==> src/pkg/sdcc_pkg.sv <==
package sdcc_pkg;
	// ***********************************************************
	// register map
	// ***********************************************************
	localparam logic [7:0]  OFS_MODE  = 8'h00;
	localparam logic [7:0]  OFS_RTIM  = 8'h04;
	localparam logic [7:0]  OFS_CFG   = 8'h08;
	localparam logic [7:0]  OFS_DEC   = 8'h0C;
	localparam logic [7:0]  OFS_LPR   = 8'h10;
	localparam logic [7:0]  OFS_IEN   = 8'h14;
	localparam logic [7:0]  OFS_IDIS  = 8'h18;
	localparam logic [7:0]  OFS_IMSK  = 8'h1C;
	localparam logic [7:0]  OFS_ISTA  = 8'h20;
	localparam logic [7:0]  OFS_MTYP  = 8'h24;
	localparam logic [31:0] RST_CFG   = 32'h852372C0;
	localparam logic [31:0] RST_ZERO  = 32'h00000000;
	localparam logic [13:0] LPR_WMASK = 14'h3F73;
	// ***********************************************************
	// field positions
	// ***********************************************************
	localparam int CF_NC   = 0;
	localparam int CF_NR   = 2;
	localparam int CF_NB   = 4;
	localparam int CF_CAS  = 5;
	localparam int CF_DBW  = 7;
	localparam int CF_TWR  = 8;
	localparam int CF_TRC  = 12;
	localparam int CF_TRP  = 16;
	localparam int CF_ACTIVATE_TO_ACCESS_CYCLES = 20;
	localparam int CF_ACTIVATE_TO_PRECHARGE_CYCLES = 24;
	localparam int LP_LOW_POWER_CONFIG = 0;
	localparam int LP_PARTIAL_ARRAY_REFRESH = 4;
	localparam int LP_TCSR = 8;
	localparam int LP_DS   = 10;
	localparam int LM_CAS  = 4;
	localparam int EM_TCSR = 3;
	localparam int EM_DS   = 5;
	localparam int AP_BIT  = 10;
	localparam int TR_W    = 12;
	localparam logic [3:0] NC_BASE  = 4'h8;
	localparam logic [3:0] NR_BASE  = 4'hB;
	localparam logic [1:0] LOW_POWER_CONFIG_DPD = 2'h3;
	localparam logic [1:0] BA_EMR   = 2'h2;
	// ***********************************************************
	// types
	// ***********************************************************
	typedef enum logic [2:0] {
		MODE_NORMAL = 3'h0,
		MODE_NOP    = 3'h1,
		MODE_PALL   = 3'h2,
		MODE_LMR    = 3'h3,
		MODE_AREF   = 3'h4,
		MODE_EMR    = 3'h5,
		MODE_DPD    = 3'h6
	} sdcc_mode_t;
	typedef enum logic [3:0] {
		CMD_NOP, CMD_ACT, CMD_RD, CMD_WR, CMD_PALL, CMD_LMR, CMD_EMR, CMD_AREF, CMD_DPD
	} sdcc_cmd_t;
	typedef enum logic [2:0] {
		ST_IDLE = 3'b000,
		ST_DEC  = 3'b001,
		ST_RCD  = 3'b011,
		ST_XFR  = 3'b010,
		ST_PRE  = 3'b110,
		ST_REF  = 3'b100,
		ST_DPD  = 3'b101
	} sdcc_st_t;
endpackage

==> src/design/sdcc_refresh_timer.sv <==
`timescale 1ns/1ps
module sdcc_refresh_timer #(
	parameter int CW = 12
)
(
	input  wire logic          mclk,
	input  wire logic          srst,
	input  wire logic          ce,
	input  wire logic [CW-1:0] count,
	input  wire logic          count_wr,
	input  wire logic          ref_done,
	output logic               ref_req,
	output logic               ref_err
);
	typedef struct packed {
		logic          armed;
		logic [CW-1:0] cnt;
		logic          req;
		logic          err;
	} sdcc_rt_t;

	sdcc_rt_t s_q;
	sdcc_rt_t s_d;
	logic     tick;

	// period ends only once software has given a count
	assign tick = s_q.armed && (s_q.cnt == '0);

	// reload, count down, raise request; a new tick beats the done
	always_comb
	begin
		s_d     = s_q;
		s_d.err = tick && s_q.req && !ref_done;
		if (count_wr)
		begin
			s_d.armed = (count != '0);
			s_d.cnt   = count;
		end
		else if (s_q.armed)
			s_d.cnt = tick ? count : s_q.cnt - 1'b1;
		if (ref_done)
			s_d.req = 1'b0;
		if (tick)
			s_d.req = 1'b1;
	end

	always_ff @(posedge mclk)
	begin
		if (srst)
			s_q <= '0;
		else if (ce)
			s_q <= s_d;
	end

	assign ref_req = s_q.req;
	assign ref_err = s_q.err;
endmodule

==> src/design/sdcc_ctrl.sv <==
// Register access over APB is this design's own decision.
`timescale 1ns/1ps
module sdcc_ctrl #(
	parameter int AW = 26
)
(
	input  wire logic                 mclk,
	input  wire logic                 srst,
	input  wire logic                 ce,
	input  wire logic                 psel,
	input  wire logic                 penable,
	input  wire logic                 pwrite,
	input  wire logic [7:0]           paddr,
	input  wire logic [31:0]          pwdata,
	output logic      [31:0]          prdata,
	output logic                      pready,
	output logic                      pslverr,
	input  wire logic                 acc_valid,
	input  wire logic                 acc_write,
	input  wire logic [AW-1:0]        acc_addr,
	output logic                      acc_done,
	input  wire logic                 sd_link_clk,
	output logic                      sd_cke,
	output sdcc_pkg::sdcc_cmd_t       sd_cmd,
	output logic      [1:0]           sd_bank,
	output logic      [12:0]          sd_addr,
	output logic      [3:0]           cfg_col_bits,
	output logic      [3:0]           cfg_row_bits,
	output logic                      cfg_bank4,
	output logic                      cfg_bus16,
	output logic      [1:0]           cfg_cas
);
	typedef struct packed {
		logic [2:0]          mode;
		logic [11:0]         rcnt;
		logic                rwr;
		logic [31:0]         cfg;
		logic                da;
		logic [13:0]         low_power_reg;
		logic [2:0]          mtyp;
		logic                msk;
		logic                res;
		logic [31:0]         rdat;
		logic                serr;
		logic                meta;
		logic                sync;
		logic                prev;
		sdcc_pkg::sdcc_st_t  st;
		logic [3:0]          wt;
		logic [3:0]          activate_to_precharge_cycles;
		logic [AW-1:0]       adr;
		logic                wr;
		logic                pend;
		sdcc_pkg::sdcc_cmd_t cmd;
		logic [1:0]          ba;
		logic [12:0]         a;
		logic                cke;
		logic                done;
		logic                rdone;
	} sdcc_state_t;

	sdcc_state_t   s_q;
	sdcc_state_t   s_d;
	logic          rise;
	logic          setup;
	logic          acc_ph;
	logic          hit;
	logic [31:0]   rd_v;
	logic          ref_req;
	logic          ref_err;
	logic [1:0]    low_power_config;
	logic [3:0]    write_recovery_cycles;
	logic [3:0]    refresh_to_activate_cycles;
	logic [3:0]    precharge_delay_cycles;
	logic [3:0]    activate_to_access_cycles;
	logic [3:0]    activate_to_precharge_cycles_v;
	logic [3:0]    ws;
	logic [3:0]    nbb;
	logic [AW-1:0] sh_col;
	logic [AW-1:0] sh_bank;
	logic [AW-1:0] sh_row;
	logic [12:0]   col_a;
	logic [12:0]   row_a;
	logic [1:0]    bank_a;

	// ***********************************************************
	// configuration decode
	// ***********************************************************
	assign cfg_col_bits = sdcc_pkg::NC_BASE + {2'h0, s_q.cfg[sdcc_pkg::CF_NC +: 2]};
	// reserved row code 3 yields 14, left undefined for software
	assign cfg_row_bits = sdcc_pkg::NR_BASE + {2'h0, s_q.cfg[sdcc_pkg::CF_NR +: 2]};
	assign cfg_bank4    = s_q.cfg[sdcc_pkg::CF_NB];
	assign cfg_cas      = s_q.cfg[sdcc_pkg::CF_CAS +: 2];
	assign cfg_bus16    = s_q.cfg[sdcc_pkg::CF_DBW];
	assign write_recovery_cycles          = s_q.cfg[sdcc_pkg::CF_TWR +: 4];
	assign refresh_to_activate_cycles          = s_q.cfg[sdcc_pkg::CF_TRC +: 4];
	assign precharge_delay_cycles          = s_q.cfg[sdcc_pkg::CF_TRP +: 4];
	assign activate_to_access_cycles         = s_q.cfg[sdcc_pkg::CF_ACTIVATE_TO_ACCESS_CYCLES +: 4];
	assign activate_to_precharge_cycles_v       = s_q.cfg[sdcc_pkg::CF_ACTIVATE_TO_PRECHARGE_CYCLES +: 4];
	assign low_power_config         = s_q.low_power_reg[sdcc_pkg::LP_LOW_POWER_CONFIG +: 2];

	// address split: column, then bank, then row above them
	assign ws      = cfg_bus16 ? 4'h1 : 4'h2;
	assign nbb     = cfg_bank4 ? 4'h2 : 4'h1;
	assign sh_col  = s_q.adr >> ws;
	assign sh_bank = sh_col >> cfg_col_bits;
	assign sh_row  = sh_bank >> nbb;
	assign col_a   = sh_col[12:0] & ~(13'h1FFF << cfg_col_bits);
	assign row_a   = sh_row[12:0] & ~(13'h1FFF << cfg_row_bits);
	assign bank_a  = sh_bank[1:0] & {cfg_bank4, 1'b1};

	// ***********************************************************
	// register bus
	// ***********************************************************
	assign setup  = psel && !penable;
	assign acc_ph = psel && penable;
	assign rise   = s_q.sync && !s_q.prev;

	// read mux; write-only words read as zero
	always_comb
	begin
		hit  = 1'b1;
		rd_v = sdcc_pkg::RST_ZERO;
		case (paddr)
			sdcc_pkg::OFS_MODE: rd_v[2:0] = s_q.mode;
			sdcc_pkg::OFS_RTIM: rd_v[11:0] = s_q.rcnt;
			sdcc_pkg::OFS_CFG:  rd_v = s_q.cfg;
			sdcc_pkg::OFS_DEC:  rd_v[0] = s_q.da;
			sdcc_pkg::OFS_LPR:  rd_v[13:0] = s_q.low_power_reg;
			sdcc_pkg::OFS_IEN:  rd_v[0] = 1'b0;
			sdcc_pkg::OFS_IDIS: rd_v[0] = 1'b0;
			sdcc_pkg::OFS_IMSK: rd_v[0] = s_q.msk;
			sdcc_pkg::OFS_ISTA: rd_v[0] = s_q.res;
			sdcc_pkg::OFS_MTYP: rd_v[2:0] = s_q.mtyp;
			default:            hit = 1'b0;
		endcase
	end

	// ***********************************************************
	// next state
	// ***********************************************************
	always_comb
	begin
		s_d       = s_q;
		s_d.rwr   = 1'b0;
		s_d.done  = 1'b0;
		s_d.rdone = 1'b0;
		// two-stage synchroniser on the memory clock pin
		s_d.meta  = sd_link_clk;
		s_d.sync  = s_q.meta;
		s_d.prev  = s_q.sync;
		// answer is prepared in setup so prdata comes from a flop
		if (setup)
		begin
			s_d.rdat = rd_v;
			s_d.serr = !hit;
		end
		// writes commit in the access phase; read-only words ignore them
		if (acc_ph && pwrite)
		begin
			case (paddr)
				sdcc_pkg::OFS_MODE: s_d.mode = pwdata[2:0];
				sdcc_pkg::OFS_RTIM:
				begin
					s_d.rcnt = pwdata[11:0];
					s_d.rwr  = 1'b1;
				end
				sdcc_pkg::OFS_CFG:  s_d.cfg = pwdata;
				sdcc_pkg::OFS_DEC:  s_d.da = pwdata[0];
				sdcc_pkg::OFS_LPR:  s_d.low_power_reg = pwdata[13:0] & sdcc_pkg::LPR_WMASK;
				sdcc_pkg::OFS_IEN:  s_d.msk = s_q.msk | pwdata[0];
				sdcc_pkg::OFS_IDIS: s_d.msk = s_q.msk & !pwdata[0];
				sdcc_pkg::OFS_MTYP: s_d.mtyp = pwdata[2:0];
				default:            s_d.mtyp = s_q.mtyp;
			endcase
		end
		// status read acknowledges; a new error in that cycle wins
		if (acc_ph && !pwrite && (paddr == sdcc_pkg::OFS_ISTA))
			s_d.res = 1'b0;
		if (ref_err)
			s_d.res = 1'b1;
		// command sequencer advances on memory clock rising edges only
		if (rise)
		begin
			s_d.cmd = sdcc_pkg::CMD_NOP;
			if (s_q.wt != 4'h0)
				s_d.wt = s_q.wt - 4'h1;
			if (s_q.activate_to_precharge_cycles != 4'h0)
				s_d.activate_to_precharge_cycles = s_q.activate_to_precharge_cycles - 4'h1;
			case (s_q.st)
				sdcc_pkg::ST_IDLE:
				begin
					// refresh is served before a waiting access
					if (ref_req)
					begin
						s_d.cmd   = sdcc_pkg::CMD_AREF;
						s_d.rdone = 1'b1;
						s_d.wt    = refresh_to_activate_cycles;
						s_d.st    = sdcc_pkg::ST_REF;
					end
					else if (acc_valid)
					begin
						s_d.adr  = acc_addr;
						s_d.wr   = acc_write;
						s_d.pend = 1'b1;
						case (sdcc_pkg::sdcc_mode_t'(s_q.mode))
							sdcc_pkg::MODE_NORMAL:
								s_d.st = sdcc_pkg::ST_DEC;
							sdcc_pkg::MODE_PALL:
							begin
								s_d.cmd = sdcc_pkg::CMD_PALL;
								s_d.a   = 13'h1 << sdcc_pkg::AP_BIT;
								s_d.wt  = precharge_delay_cycles;
								s_d.st  = sdcc_pkg::ST_PRE;
							end
							sdcc_pkg::MODE_LMR:
							begin
								s_d.cmd  = sdcc_pkg::CMD_LMR;
								s_d.a    = 13'(cfg_cas) << sdcc_pkg::LM_CAS;
								s_d.ba   = 2'h0;
								s_d.done = 1'b1;
								s_d.pend = 1'b0;
							end
							sdcc_pkg::MODE_AREF:
							begin
								// relies on software precharging beforehand
								s_d.cmd = sdcc_pkg::CMD_AREF;
								s_d.wt  = refresh_to_activate_cycles;
								s_d.st  = sdcc_pkg::ST_REF;
							end
							sdcc_pkg::MODE_EMR:
							begin
								s_d.cmd  = sdcc_pkg::CMD_EMR;
								s_d.a    = 13'(s_q.low_power_reg[sdcc_pkg::LP_PARTIAL_ARRAY_REFRESH +: 3])
									| (13'(s_q.low_power_reg[sdcc_pkg::LP_TCSR +: 2]) << sdcc_pkg::EM_TCSR)
									| (13'(s_q.low_power_reg[sdcc_pkg::LP_DS +: 2]) << sdcc_pkg::EM_DS);
								s_d.ba   = sdcc_pkg::BA_EMR;
								s_d.done = 1'b1;
								s_d.pend = 1'b0;
							end
							sdcc_pkg::MODE_DPD:
							begin
								s_d.cmd  = sdcc_pkg::CMD_DPD;
								s_d.cke  = 1'b0;
								s_d.st   = sdcc_pkg::ST_DPD;
								s_d.done = 1'b1;
								s_d.pend = 1'b0;
							end
							default:
							begin
								// NOP mode and the unused code just complete
								s_d.done = 1'b1;
								s_d.pend = 1'b0;
							end
						endcase
					end
					else if (low_power_config == sdcc_pkg::LOW_POWER_CONFIG_DPD)
					begin
						s_d.cmd = sdcc_pkg::CMD_DPD;
						s_d.cke = 1'b0;
						s_d.st  = sdcc_pkg::ST_DPD;
					end
				end
				sdcc_pkg::ST_DEC:
				begin
					// decode cycle spends one edge before activate, with da set or clear
					if (!s_q.da || s_q.wt == 4'h0)
					begin
						s_d.cmd  = sdcc_pkg::CMD_ACT;
						s_d.a    = row_a;
						s_d.ba   = bank_a;
						s_d.wt   = activate_to_access_cycles;
						s_d.activate_to_precharge_cycles = activate_to_precharge_cycles_v;
						s_d.st   = sdcc_pkg::ST_RCD;
					end
				end
				sdcc_pkg::ST_RCD:
				begin
					if (s_q.wt == 4'h0)
					begin
						s_d.cmd = s_q.wr ? sdcc_pkg::CMD_WR : sdcc_pkg::CMD_RD;
						s_d.a   = col_a;
						s_d.wt  = s_q.wr ? write_recovery_cycles : {2'h0, cfg_cas};
						s_d.st  = sdcc_pkg::ST_XFR;
					end
				end
				sdcc_pkg::ST_XFR:
				begin
					if (s_q.wt == 4'h0 && s_q.activate_to_precharge_cycles == 4'h0)
					begin
						s_d.cmd = sdcc_pkg::CMD_PALL;
						s_d.a   = 13'h1 << sdcc_pkg::AP_BIT;
						s_d.wt  = precharge_delay_cycles;
						s_d.st  = sdcc_pkg::ST_PRE;
					end
				end
				sdcc_pkg::ST_PRE, sdcc_pkg::ST_REF:
				begin
					// forced precharge and refresh finish only after their recovery time
					if (s_q.wt == 4'h0)
					begin
						s_d.done = s_q.pend;
						s_d.pend = 1'b0;
						s_d.st   = sdcc_pkg::ST_IDLE;
					end
				end
				sdcc_pkg::ST_DPD:
				begin
					// contents are gone; leave only once both selections drop
					if (low_power_config != sdcc_pkg::LOW_POWER_CONFIG_DPD && s_q.mode != sdcc_pkg::MODE_DPD)
					begin
						s_d.cke = 1'b1;
						s_d.st  = sdcc_pkg::ST_IDLE;
					end
				end
				default:
					s_d.st = sdcc_pkg::ST_IDLE;
			endcase
		end
	end

	always_ff @(posedge mclk)
	begin
		if (srst)
		begin
			s_q     <= '0;
			s_q.cfg <= sdcc_pkg::RST_CFG;
			s_q.cke <= 1'b1;
		end
		else if (ce)
			s_q <= s_d;
	end

	sdcc_refresh_timer #(
		.CW (sdcc_pkg::TR_W)
	) u_rtim (
		.mclk     (mclk),
		.srst     (srst),
		.ce       (ce),
		.count    (s_q.rcnt),
		.count_wr (s_q.rwr),
		.ref_done (s_q.rdone),
		.ref_req  (ref_req),
		.ref_err  (ref_err)
	);

	// ***********************************************************
	// outputs
	// ***********************************************************
	assign prdata   = s_q.rdat;
	assign pready   = 1'b1;
	assign pslverr  = acc_ph && s_q.serr;
	assign acc_done = s_q.done;
	assign sd_cke   = s_q.cke;
	assign sd_cmd   = s_q.cmd;
	assign sd_bank  = s_q.ba;
	assign sd_addr  = s_q.a;

	// ***********************************************************
	// checks
	// ***********************************************************
	logic                h_new;
	logic [4:0]          h_cnt;
	sdcc_pkg::sdcc_cmd_t h_last;
	logic                iss;

	// count NOP edges since the last real command
	always_ff @(posedge mclk)
	begin
		if (srst)
		begin
			h_new  <= 1'b0;
			h_cnt  <= 5'h00;
			h_last <= sdcc_pkg::CMD_NOP;
		end
		else
		begin
			h_new <= ce && rise;
			if (h_new && sd_cmd != sdcc_pkg::CMD_NOP)
			begin
				h_cnt  <= 5'h00;
				h_last <= sd_cmd;
			end
			else if (h_new && h_cnt != 5'h1F)
				h_cnt <= h_cnt + 5'h01;
		end
	end

	assign iss = ce && rise && s_q.st == sdcc_pkg::ST_IDLE && !ref_req && acc_valid;
endmodule

==> config.mk <==
export PLATFORM = sky130hd
export DESIGN_NAME = sdcc_ctrl
export DESIGN_NICKNAME = d
export VERILOG_FILES = /design/src/pkg/sdcc_pkg.sv /design/src/design/sdcc_refresh_timer.sv /design/src/design/sdcc_ctrl.sv
export SDC_FILE = /design/constraint.sdc
export NUM_CORES = 1
export LEC_CHECK = 0
export BUFFER_PORTS_ARGS = -buffer_cell sky130_fd_sc_hd__buf_2
export CAP_MARGIN = 20
export CORE_MARGIN = 4
export CORE_UTILIZATION = 60
export CTS_CLUSTER_SIZE = 30
export DETAILED_ROUTE_END_ITERATION = 16
export GPL_TIMING_DRIVEN = 0
export PLACE_DENSITY = 0.89
export SETUP_SLACK_MARGIN = 0.3
export SLEW_MARGIN = 20
export SYNTH_ARGS = -nofsm -noshare
export SYNTH_HDL_FRONTEND = slang
export SYNTH_SLANG_ARGS = --single-unit
==> constraint.sdc <==
create_clock -name mclk -period 5.9 [get_ports mclk]
set_clock_uncertainty 0.15 [all_clocks]
set_input_delay 0.59 -clock mclk [delete_from_list [all_inputs] [get_ports mclk]]
set_output_delay 0.59 -clock mclk [all_outputs]
set_load 0.1 [all_outputs]
== Word-level counts from Yosys, hierarchy flattened ==
Index checks and enable logic that the tools add are counted.
W data, S select, Z words.

* Bits in registers: 177
* Word-level logic and storage cells: 218
* Bits of input ports: 75
* Output and inout port bits: 67

* Add/sub/neg operators: 5
* Shift-type cells: 5
* Bitwise logic cells: 10
* Equal/unequal tests: 36
* Mux-type cells: 73
* Reduce and logical (&&, ||, !) cells: 59

{| class="wikitable"
|+ Operators by type and width
! operator !! count
|-
| $mux W52 || 1
|-
| $pmux W13 S4 || 1
|-
| $pmux W13 S3 || 1
|-
| $mux W12 || 3
|-
| $eq A8 B5 Y1 const B || 4
|-
| $mux W32 || 1
|-
| $mux W4 || 8
|-
| $pmux W4 S4 || 2
|-
| $pmux W9 S3 || 1
|-
| $and A13 B13 Y13 || 2
|-
| $mux W13 || 2
|-
| $not A13 Y13 || 2
|-
| $shl A13 B4 Y13 const A || 2
|-
| $shr A26 B2 Y13 || 1
|-
| $shr A26 B2 Y26 || 1
|-
| $shr A26 B4 Y26 || 1
|-
| $mux W1 || 21
|-
| $mux W7 || 3
|-
| $reduce_and A3 Y1 || 7
|-
| $pmux W4 S5 || 1
|-
| $eq A3 B3 Y1 const B || 6
|-
| $mux W18 || 1
|-
| $mux W3 || 6
|-
| $pmux W3 S6 || 1
|-
| 52 further kinds || 109
|}

== Depth between registers and ports, before layout ==
Gate-level depths: netlist of run 1.

* Depth in word-level cells: 7
* Mapped depth: 10
* Mapped depth without buffers: 8

== Modules after synthesis ==
From an unflattened synthesis of run 1, not the netlist that was laid out.

* Cell total of the unflattened synthesis: 1217
* Area, all modules: 9653.0 µm²

{| class="wikitable"
|+ By module, submodules not included
! module !! times used !! area an instance (µm²) !! sequential area each (µm²) !! cells an instance
|-
| sdcc_ctrl || 1 || 8602.0 || 3223.1 || 1079
|-
| sdcc_refresh_timer || 1 || 1051.0 || 300.3 || 138
|}

== Least setup slack after synthesis of run 1 ==
OpenSTA, ideal clock, no wires.

* Path type: register to output
* Start: register s_q[119] (netlist name)
* End: output cfg_row_bits[1]
* Path slack: 3.249 ns
* Cell stages (with the launch flop): 4
* Required time: 5.160 ns
* Buffers on the path: 0
* Arrival time: 1.911 ns
* Cell sequence: dfxtp_1 inv_1 ha_1 inv_1

* Longest elaborated chain between the ends: 1

{| class="wikitable"
|+ RTL lines
! element !! line !! RTL
|-
| from (decl) || sdcc_ctrl.sv:62 || <nowiki>sdcc_state_t s_q;</nowiki>
|-
| $add A4 B2 Y4 || sdcc_ctrl.sv:91 || <nowiki>assign cfg_row_bits = sdcc_pkg::NR_BASE + {2'h0, s_q.cfg[sdcc_pkg::CF_NR +: 2]};</nowiki>
|-
| to (decl) || sdcc_ctrl.sv:28 || <nowiki>output logic [3:0] cfg_row_bits,</nowiki>
|}

No other way between the ends.

== Worst setup path in the final report of run 1 ==
* Start: register s_q[54] (netlist name)
* End: register s_q (netlist bit sd_addr[0])

* Longest elaborated chain between the ends: 4
* Elaborated cells on any way between the ends: 7
* Those cells by class: eq/ne (3); reduce/logical (4)

{| class="wikitable"
|+ RTL lines
! element !! line
|-
| $logic_not A4 Y1 (*) || sdcc_ctrl.sv:267, sdcc_ctrl.sv:279, sdcc_ctrl.sv:289
|-
| $logic_and A1 B1 Y1 or $logic_or A1 B1 Y1 (tied branches) || sdcc_ctrl.sv:289, sdcc_ctrl.sv:267
|-
| $ne A2 B2 Y1 (no source line) || n/a
|-
| $reduce_and A9 Y1 (no source line) (*) || n/a
|}

Mark *: on every way between the ends. The rest lies on a longest branch, timed or not.
A chain may end at the register's enable or synchronous reset.

==> qor.yml, run 1 <==
run_status:
  outcome: "completed"
power_and_ir_drop:
  leakage_nw: 4.374
  p_per_area_nw_per_um2: 219.3
  peakVddDrop_uv: 204.0
  power_mw: 2.459
worst_setup_path:
  startpoint_type: "flip-flop"
  critical_path_class: "reg2reg"
  end_kind: "flip-flop"
  crit_path_start: "s_q[54]$_SDFFE_PP0P_"
  cp.required_ps: 6100
  r2r_start: "s_q[54]$_SDFFE_PP0P_"
  r2r_slack_ps: 2980
  arrival_ps: 3130
  reg2reg_depth: 8
  cp-endpoint: "sd_addr[0]$_SDFFE_PP0P_"
  r2r-end: "sd_addr[0]$_SDFFE_PP0P_"
  crit_fanout: 10
global_route:
  overflow: 0
  grt_pass1_vias: 9360
  grt_use_total_pct: 35.32
  antenna_found_initial: 0
  grt_pass1_wl_um: 50980
  grt_start_max_net_pins: 18
clock_tree:
  clock_latency_ps: 450
  root_buffer: "clkbuf_16"
  h-tree-depth: 4
  cts_sinks: 176
  ctsResizeCount: 0
  cts_hold_repair.buffers: 0
  path_clk_slew_ps: 80
  clockBufferDepth: 2
  cts_tree: "yes"
  cts_inserted_buffers: 17
  postCtsSetupBuffers: 0
yosys:
  synth_area_per_cell_sq_um: 7.684
  synth-edff-count: 0
  synth_cell_types: 82
  muxShareOfSynthArea_pct: 4.735
  ys.flop_type: "dfxtp_1"
  yosysTopAreaCell: "dfxtp_1"
  yosys-top-cells-count: "nand2_1 (220), dfxtp_1 (176), a21oi_1 (143)"
  yosys_register_bits: 176
  yosys-top-cells-area: "dfxtp_1 (36%), nand2_1 (8.5%), a21oi_1 (7.4%)"
  syn_area_sq_um: 9697
  synth_simple_gate_area_share_pct: 24.55
  yosysWarnings: 0
  synthAdderAreaFrac_pct: 1.161
  yosysMostFrequentCell: "nand2_1"
  synth-compound-area-share_pct: 22.99
  yosysSeqAreaShare_pct: 36.34
  syn_inst: 1262
  synth_xor_area_share_pct: 0.4516
  async_reset_ff_share_pct: 0
  synth_top_family_by_area: "simple AND/OR/NAND/NOR gates"
  yosysTopAreaCellShare_pct: 36.34
timing:
  period_share_pct: 49.53
  rsz0062_at_grt: "no"
  period_needed_ps: 2923
  timing.final.ws_setup_ps: 2978
  finalSetupTns_ps: 0
  finalHoldViolCount: 0
  fmax_mhz: 342.2
  slew_headroom_pct: 42.96
  fin_hold_ws_ps: 208.3
  slew_violations: 0
  tightest_slew_ps: 844.4
  final-setup-viol-count: 0
floorplanning:
  core-area_sq_um: 15890
  io_pins: 142
  initial_utilization_pct: 61.04
  die_w_um: 135.1
  die_h_um: 135.1
  die_area_sq_um: 18260
  placementRows: 46
final_layout:
  utilization_pct: 70.57
  diodes: 0
  fillerInstances: 1343
  drive_above_1_share_pct: 20.27
  final_cell_area_sq_um: 11210
  layout.nets: 1503
  areaGrowthSynthToFinish_pct: 15.61
  register_area_sq_um: 3523
  multi_input_area_sq_um: 5246
  layoutNonFillerInstCount: 1647
detailed_routing:
  drt_iter0_markers: 1601
  drtAntennaViolNets: 0
  drc: 0
  via_count: 10503
  dr.pass1.iters: 7
  wl_um: 32860
  wl_per_cell_um: 19.95
  vias_per_cell: 6.377
hold_path:
  min_from: "pwdata[21]"
  hold_path_class: "in2reg"
placed_design:
  dp.final_hpwl_um: 24440
  port_buffers: 136
  dpl_cell_area_sq_um: 10660
  dp.cells: 1616
  place_ws_ps: 3084
  place_congestion: 0.9817
flow_run:
  cap_violations: 0
sequential cells by signal (all words and copies together) (netlist names), 2 cells and up, named ones only:
name / cells
activate_to_access_cycles: 4
activate_to_precharge_cycles_v: 4
cfg_cas: 2
low_power_config: 2
prdata: 32
precharge_delay_cycles: 4
refresh_to_activate_cycles: 4
s_d: 2
s_q: 83
sd_addr: 13
sd_bank: 2
sd_cmd: 4
u_rtim.s_q: 13
per-layer routing:
metal	wire length, um	vias up	share of wire [%]	global-route usage (%)
met2	14550	708	44	54.73
met4	1590	0	4.8	15.17
met1	13280	4878	40	48.04
met3	3439	142	10	7.116
li1	-	4775	-	-
met5	0	-	0	0
critical path: stages (launching register included):
cell and delay [ps]:
dfxtp_1 360, inv_1 120, ha_1 250, nor3b_2 530, o21ai_1 320, clkbuf_1 360, o32ai_1 340, o21ai_0 170
a31oi_1 240
kinds of logic after synthesis:
kind of cell    count (synthesis)
compound gates                344
xor+xnor                        5
fa+ha+maj                       9
buf+inv                       175
flops                         176
mux                            45
other cells                     2
simple gates                  506
final cells by class:
| class | count | share of cell area, % |
|---|---|---|
| sequential | 176 | 31.43 |
| multi-input combinational | 913 | 46.80 |
| timing repair buffer | 136 | 6.071 |
| clock inverter | 13 | 1.083 |
| tap | 216 | 2.411 |
| inverter | 18 | 0.6027 |
| clock buffer | 18 | 3.828 |
| buffer | 157 | 7.779 |
how the worst min path moves through the flow:
stage,slack [ps],cells past startpoint,end
floorplan,280,2,prdata[28]$_SDFFE_PP0P_
global placement,290,2,sd_addr[8]$_SDFFE_PP0P_
detailed placement,300,2,prdata[25]$_SDFFE_PP0P_
CTS,210,3,activate_to_access_cycles[1]$_SDFFE_PP1P_
global route,220,3,activate_to_precharge_cycles_v[0]$_SDFFE_PP1P_
finish,210,3,activate_to_access_cycles[1]$_SDFFE_PP1P_
layout by cell type, fill, tap and decap left out, types with 11 or more instances in the layout:
cell         n
buf_4       62
clkbuf_16   17
dfxtp_1    176
nor3_1      25
a211oi_1    13
a31oi_1     17
nor2_1      79
mux2i_1     38
nand2_1    220
o21ai_0     49
a21oi_1    143
buf_2      163
clkbuf_1    60
and3_1      11
inv_1       17
nand2b_1    14
nand3_1     77
a22oi_1     17
where the power goes:
group | internal [mW] | switching, mW
sequential | 1.19 | 0.00454
combinational | 0.0485 | 0.124
clock | 0.553 | 0.537
total | 1.79 | 0.665
Power figures use the tool's default switching activity.
==> run 2: changes to the inputs <==
--- a/config.mk
+++ b/config.mk
@@ -8,11 +8,11 @@
 export BUFFER_PORTS_ARGS = -buffer_cell sky130_fd_sc_hd__buf_2
 export CAP_MARGIN = 20
 export CORE_MARGIN = 4
-export CORE_UTILIZATION = 60
+export CORE_UTILIZATION = 52
 export CTS_CLUSTER_SIZE = 30
 export DETAILED_ROUTE_END_ITERATION = 16
 export GPL_TIMING_DRIVEN = 0
-export PLACE_DENSITY = 0.89
+export PLACE_DENSITY = 0.83
 export SETUP_SLACK_MARGIN = 0.3
 export SLEW_MARGIN = 20
 export SYNTH_ARGS = -nofsm -noshare
==> constraint.sdc (replaced) <==
create_clock -name mclk -period 2.6 [get_ports mclk]
set_clock_uncertainty 0.15 [all_clocks]
set_input_delay 0.26 -clock mclk [delete_from_list [all_inputs] [get_ports mclk]]
set_output_delay 0.26 -clock mclk [all_outputs]
set_load 0.1 [all_outputs]
==> qor.yml, run 2 (synthesis results as in run 1) <==
run_status:
  outcome: "completed"
worst_setup_path:
  reg2reg_depth: 10
  r2r-end: "sd_addr[2]$_SDFFE_PP0P_"
  arrival_ps: 2620
  cp-endpoint: "sd_addr[2]$_SDFFE_PP0P_"
  crit_path_start: "s_q[54]$_SDFFE_PP0P_"
  cp.required_ps: 2800
  end_kind: "flip-flop"
  crit_chain: "inv_4 -> ha_4 -> or3b_4 -> buf_6 -> a21o_4 -> buf_12 -> a211oi_4 -> and3_4 -> a21oi_2 -> o221ai_1"
  r2r_start: "s_q[54]$_SDFFE_PP0P_"
  crit_fanout: 7
  slowest_delay_ps: 370
  slowest_stage: "or3b_4"
  startpoint_type: "flip-flop"
  critical_path_class: "reg2reg"
  r2r_slack_ps: 180
clock_tree:
  cts_tree: "yes"
  clockBufferDepth: 2
  cts_inserted_buffers: 17
  h-tree-depth: 4
  clock_latency_ps: 440
  path_clk_slew_ps: 70
  cts_sinks: 176
  root_buffer: "clkbuf_16"
timing:
  slew_violations: 0
  period_share_pct: 92.89
  final-setup-viol-count: 0
  rsz0062_at_grt: "yes"
  slew_headroom_pct: 34.89
  fmax_mhz: 414.0
  finalHoldViolCount: 0
  fin_hold_ws_ps: 39.09
  tightest_slew_ps: 968.3
  period_needed_ps: 2415
final_layout:
  largest-register: "s_q"
  final_common_cell: "nand2_1"
  areaGrowthSynthToFinish_pct: 28.72
  final_cell_area_sq_um: 12480
  layoutNonFillerInstCount: 1746
  drive_above_1_share_pct: 25.51
  diodes: 0
  utilization_pct: 68.78
  final_cell_mix: "nand2_1 (216), dfxtp_1 (170), buf_2 (154)"
  largest_reg_flops: 83
  layout.nets: 1588
global_route:
  overflow: 0
  grt_pass1_wl_um: 54860
  grt_pass1_vias: 10181
  grt_use_total_pct: 33.53
  antenna_found_initial: 0
  grt_start_max_net_pins: 17
detailed_routing:
  via_count: 11018
  wl_um: 36250
  vias_per_cell: 6.310
  dr.pass1.iters: 8
  drc: 0
  wl_per_cell_um: 20.76
  drtAntennaViolNets: 0
  drt_iter0_markers: 1642
floorplanning:
  die_w_um: 144.6
  die_h_um: 144.6
  initial_utilization_pct: 53.43
  core-area_sq_um: 18150
  placementRows: 49
  die_area_sq_um: 20900
  io_pins: 142
power_and_ir_drop:
  peakVddDrop_uv: 522.9
  p_seq_share_pct: 46.4
  p_int_mw: 4.360
  swShare_pct: 25.48
  power_frac_comb_pct: 8.7
  p_per_area_nw_per_um2: 468.7
  clkPwrFrac_pct: 44.9
  p_switching_mw: 1.491
  leakage_nw: 4.877
placed_design:
  port_buffers: 136
  place_congestion: 0.9848
  dp.cells: 1629
  dpl_cell_area_sq_um: 10690
  dp.final_hpwl_um: 24650
flow_run:
  cap_violations: 0
hold_path:
  hold_path_class: "in2reg"
  min_from: "pwdata[0]"
==> run 2: cell count changes in the layout (fill, tap and decap cells not counted), moves of 5 or more <==
cell,delta
buf_2,-9
dlygate4sd3_1,+58
buf_4,+22
inv_1,-6
a21oi_1,-5
dfxtp_2,+5
clkbuf_2,+7
clkbuf_4,+8
clkbuf_1,-9
nor2_1,-5
buf_6,+5
dfxtp_1,-6
==> run 2: what timing repair did <==
item | 4_1_cts | 5_1_grt
buffers inserted | 15 | 11
cloned | 1 | 0
gates resized for setup | 41 | 72
endpoints found under the setup margin | 33 | 87
pin swaps | 11 | 18
hold endpoints to repair | 75 | 0
hold buffers | 58 | 0
==> run 2: how the worst min path moves through the flow <==
stage                              end  slack (ps)  depth (start not counted)
2_1_floorplan   cfg_bus16$_SDFFE_PP1P_         230                          2
3_3_place_gp   sd_addr[7]$_SDFFE_PP0P_         290                          2
3_5_place_dp   prdata[27]$_SDFFE_PP0P_         300                          2
4_1_cts          s_q[150]$_SDFFE_PP0P_          20                          3
5_1_grt          s_q[150]$_SDFFE_PP0P_          60                          3
6_report         s_q[150]$_SDFFE_PP0P_          40                          3
==> run 2: layout make-up <==
cell class              instances  area (sq um)
fillers                      1430          5665
multi-input cells             913          5555
flip-flops and latches        176          3533
repair buffers                221          1515
plain buffers                 157         918.4
clock buffers                  19         442.9
well taps                     229         286.5
clock inverters                13         152.6
inverters                      18         77.57
==> run 2: critical path, delay by kind of cell, from the launching register on <==
family,cells,cell delay [ps]
buf+inv,3,320
compound gates,4,720
fa+ha+maj,1,130
flops,1,350
simple gates,2,630
==> run 2: metal layers <==
layer | global-route usage (%) | part of all wire, % | up-vias | routed length [um]
met5 | 0 | 0 | - | 0
met4 | 16.49 | 5.6 | 0 | 2031
met3 | 8.499 | 12 | 173 | 4397
met2 | 54.06 | 46 | 800 | 16610
met1 | 41.77 | 36 | 5093 | 13210
li1 | - | - | 4952 | -
==> run 2: power by group through the flow <==
stage	Sequential, mW	Clock, mW	Combinational, mW
CTS	2.72	2.62	0.465
global placement	2.78	0	0.375
detailed placement	2.78	0	0.379
floorplan	2.78	0	0.224
global route	2.72	2.72	0.529
finish	2.72	2.63	0.508
==> run 2: metrics by stage <==
stage          setup WS [ps]  TNS [ps]  power (mW)
5_1_grt                136.9         0       5.970
4_1_cts                234.9         0       5.799
2_1_floorplan          300.1         0       3.000
3_3_place_gp          -112.2    -288.5       3.153
6_report               184.8         0       5.851
3_5_place_dp          -63.14    -244.1       3.157
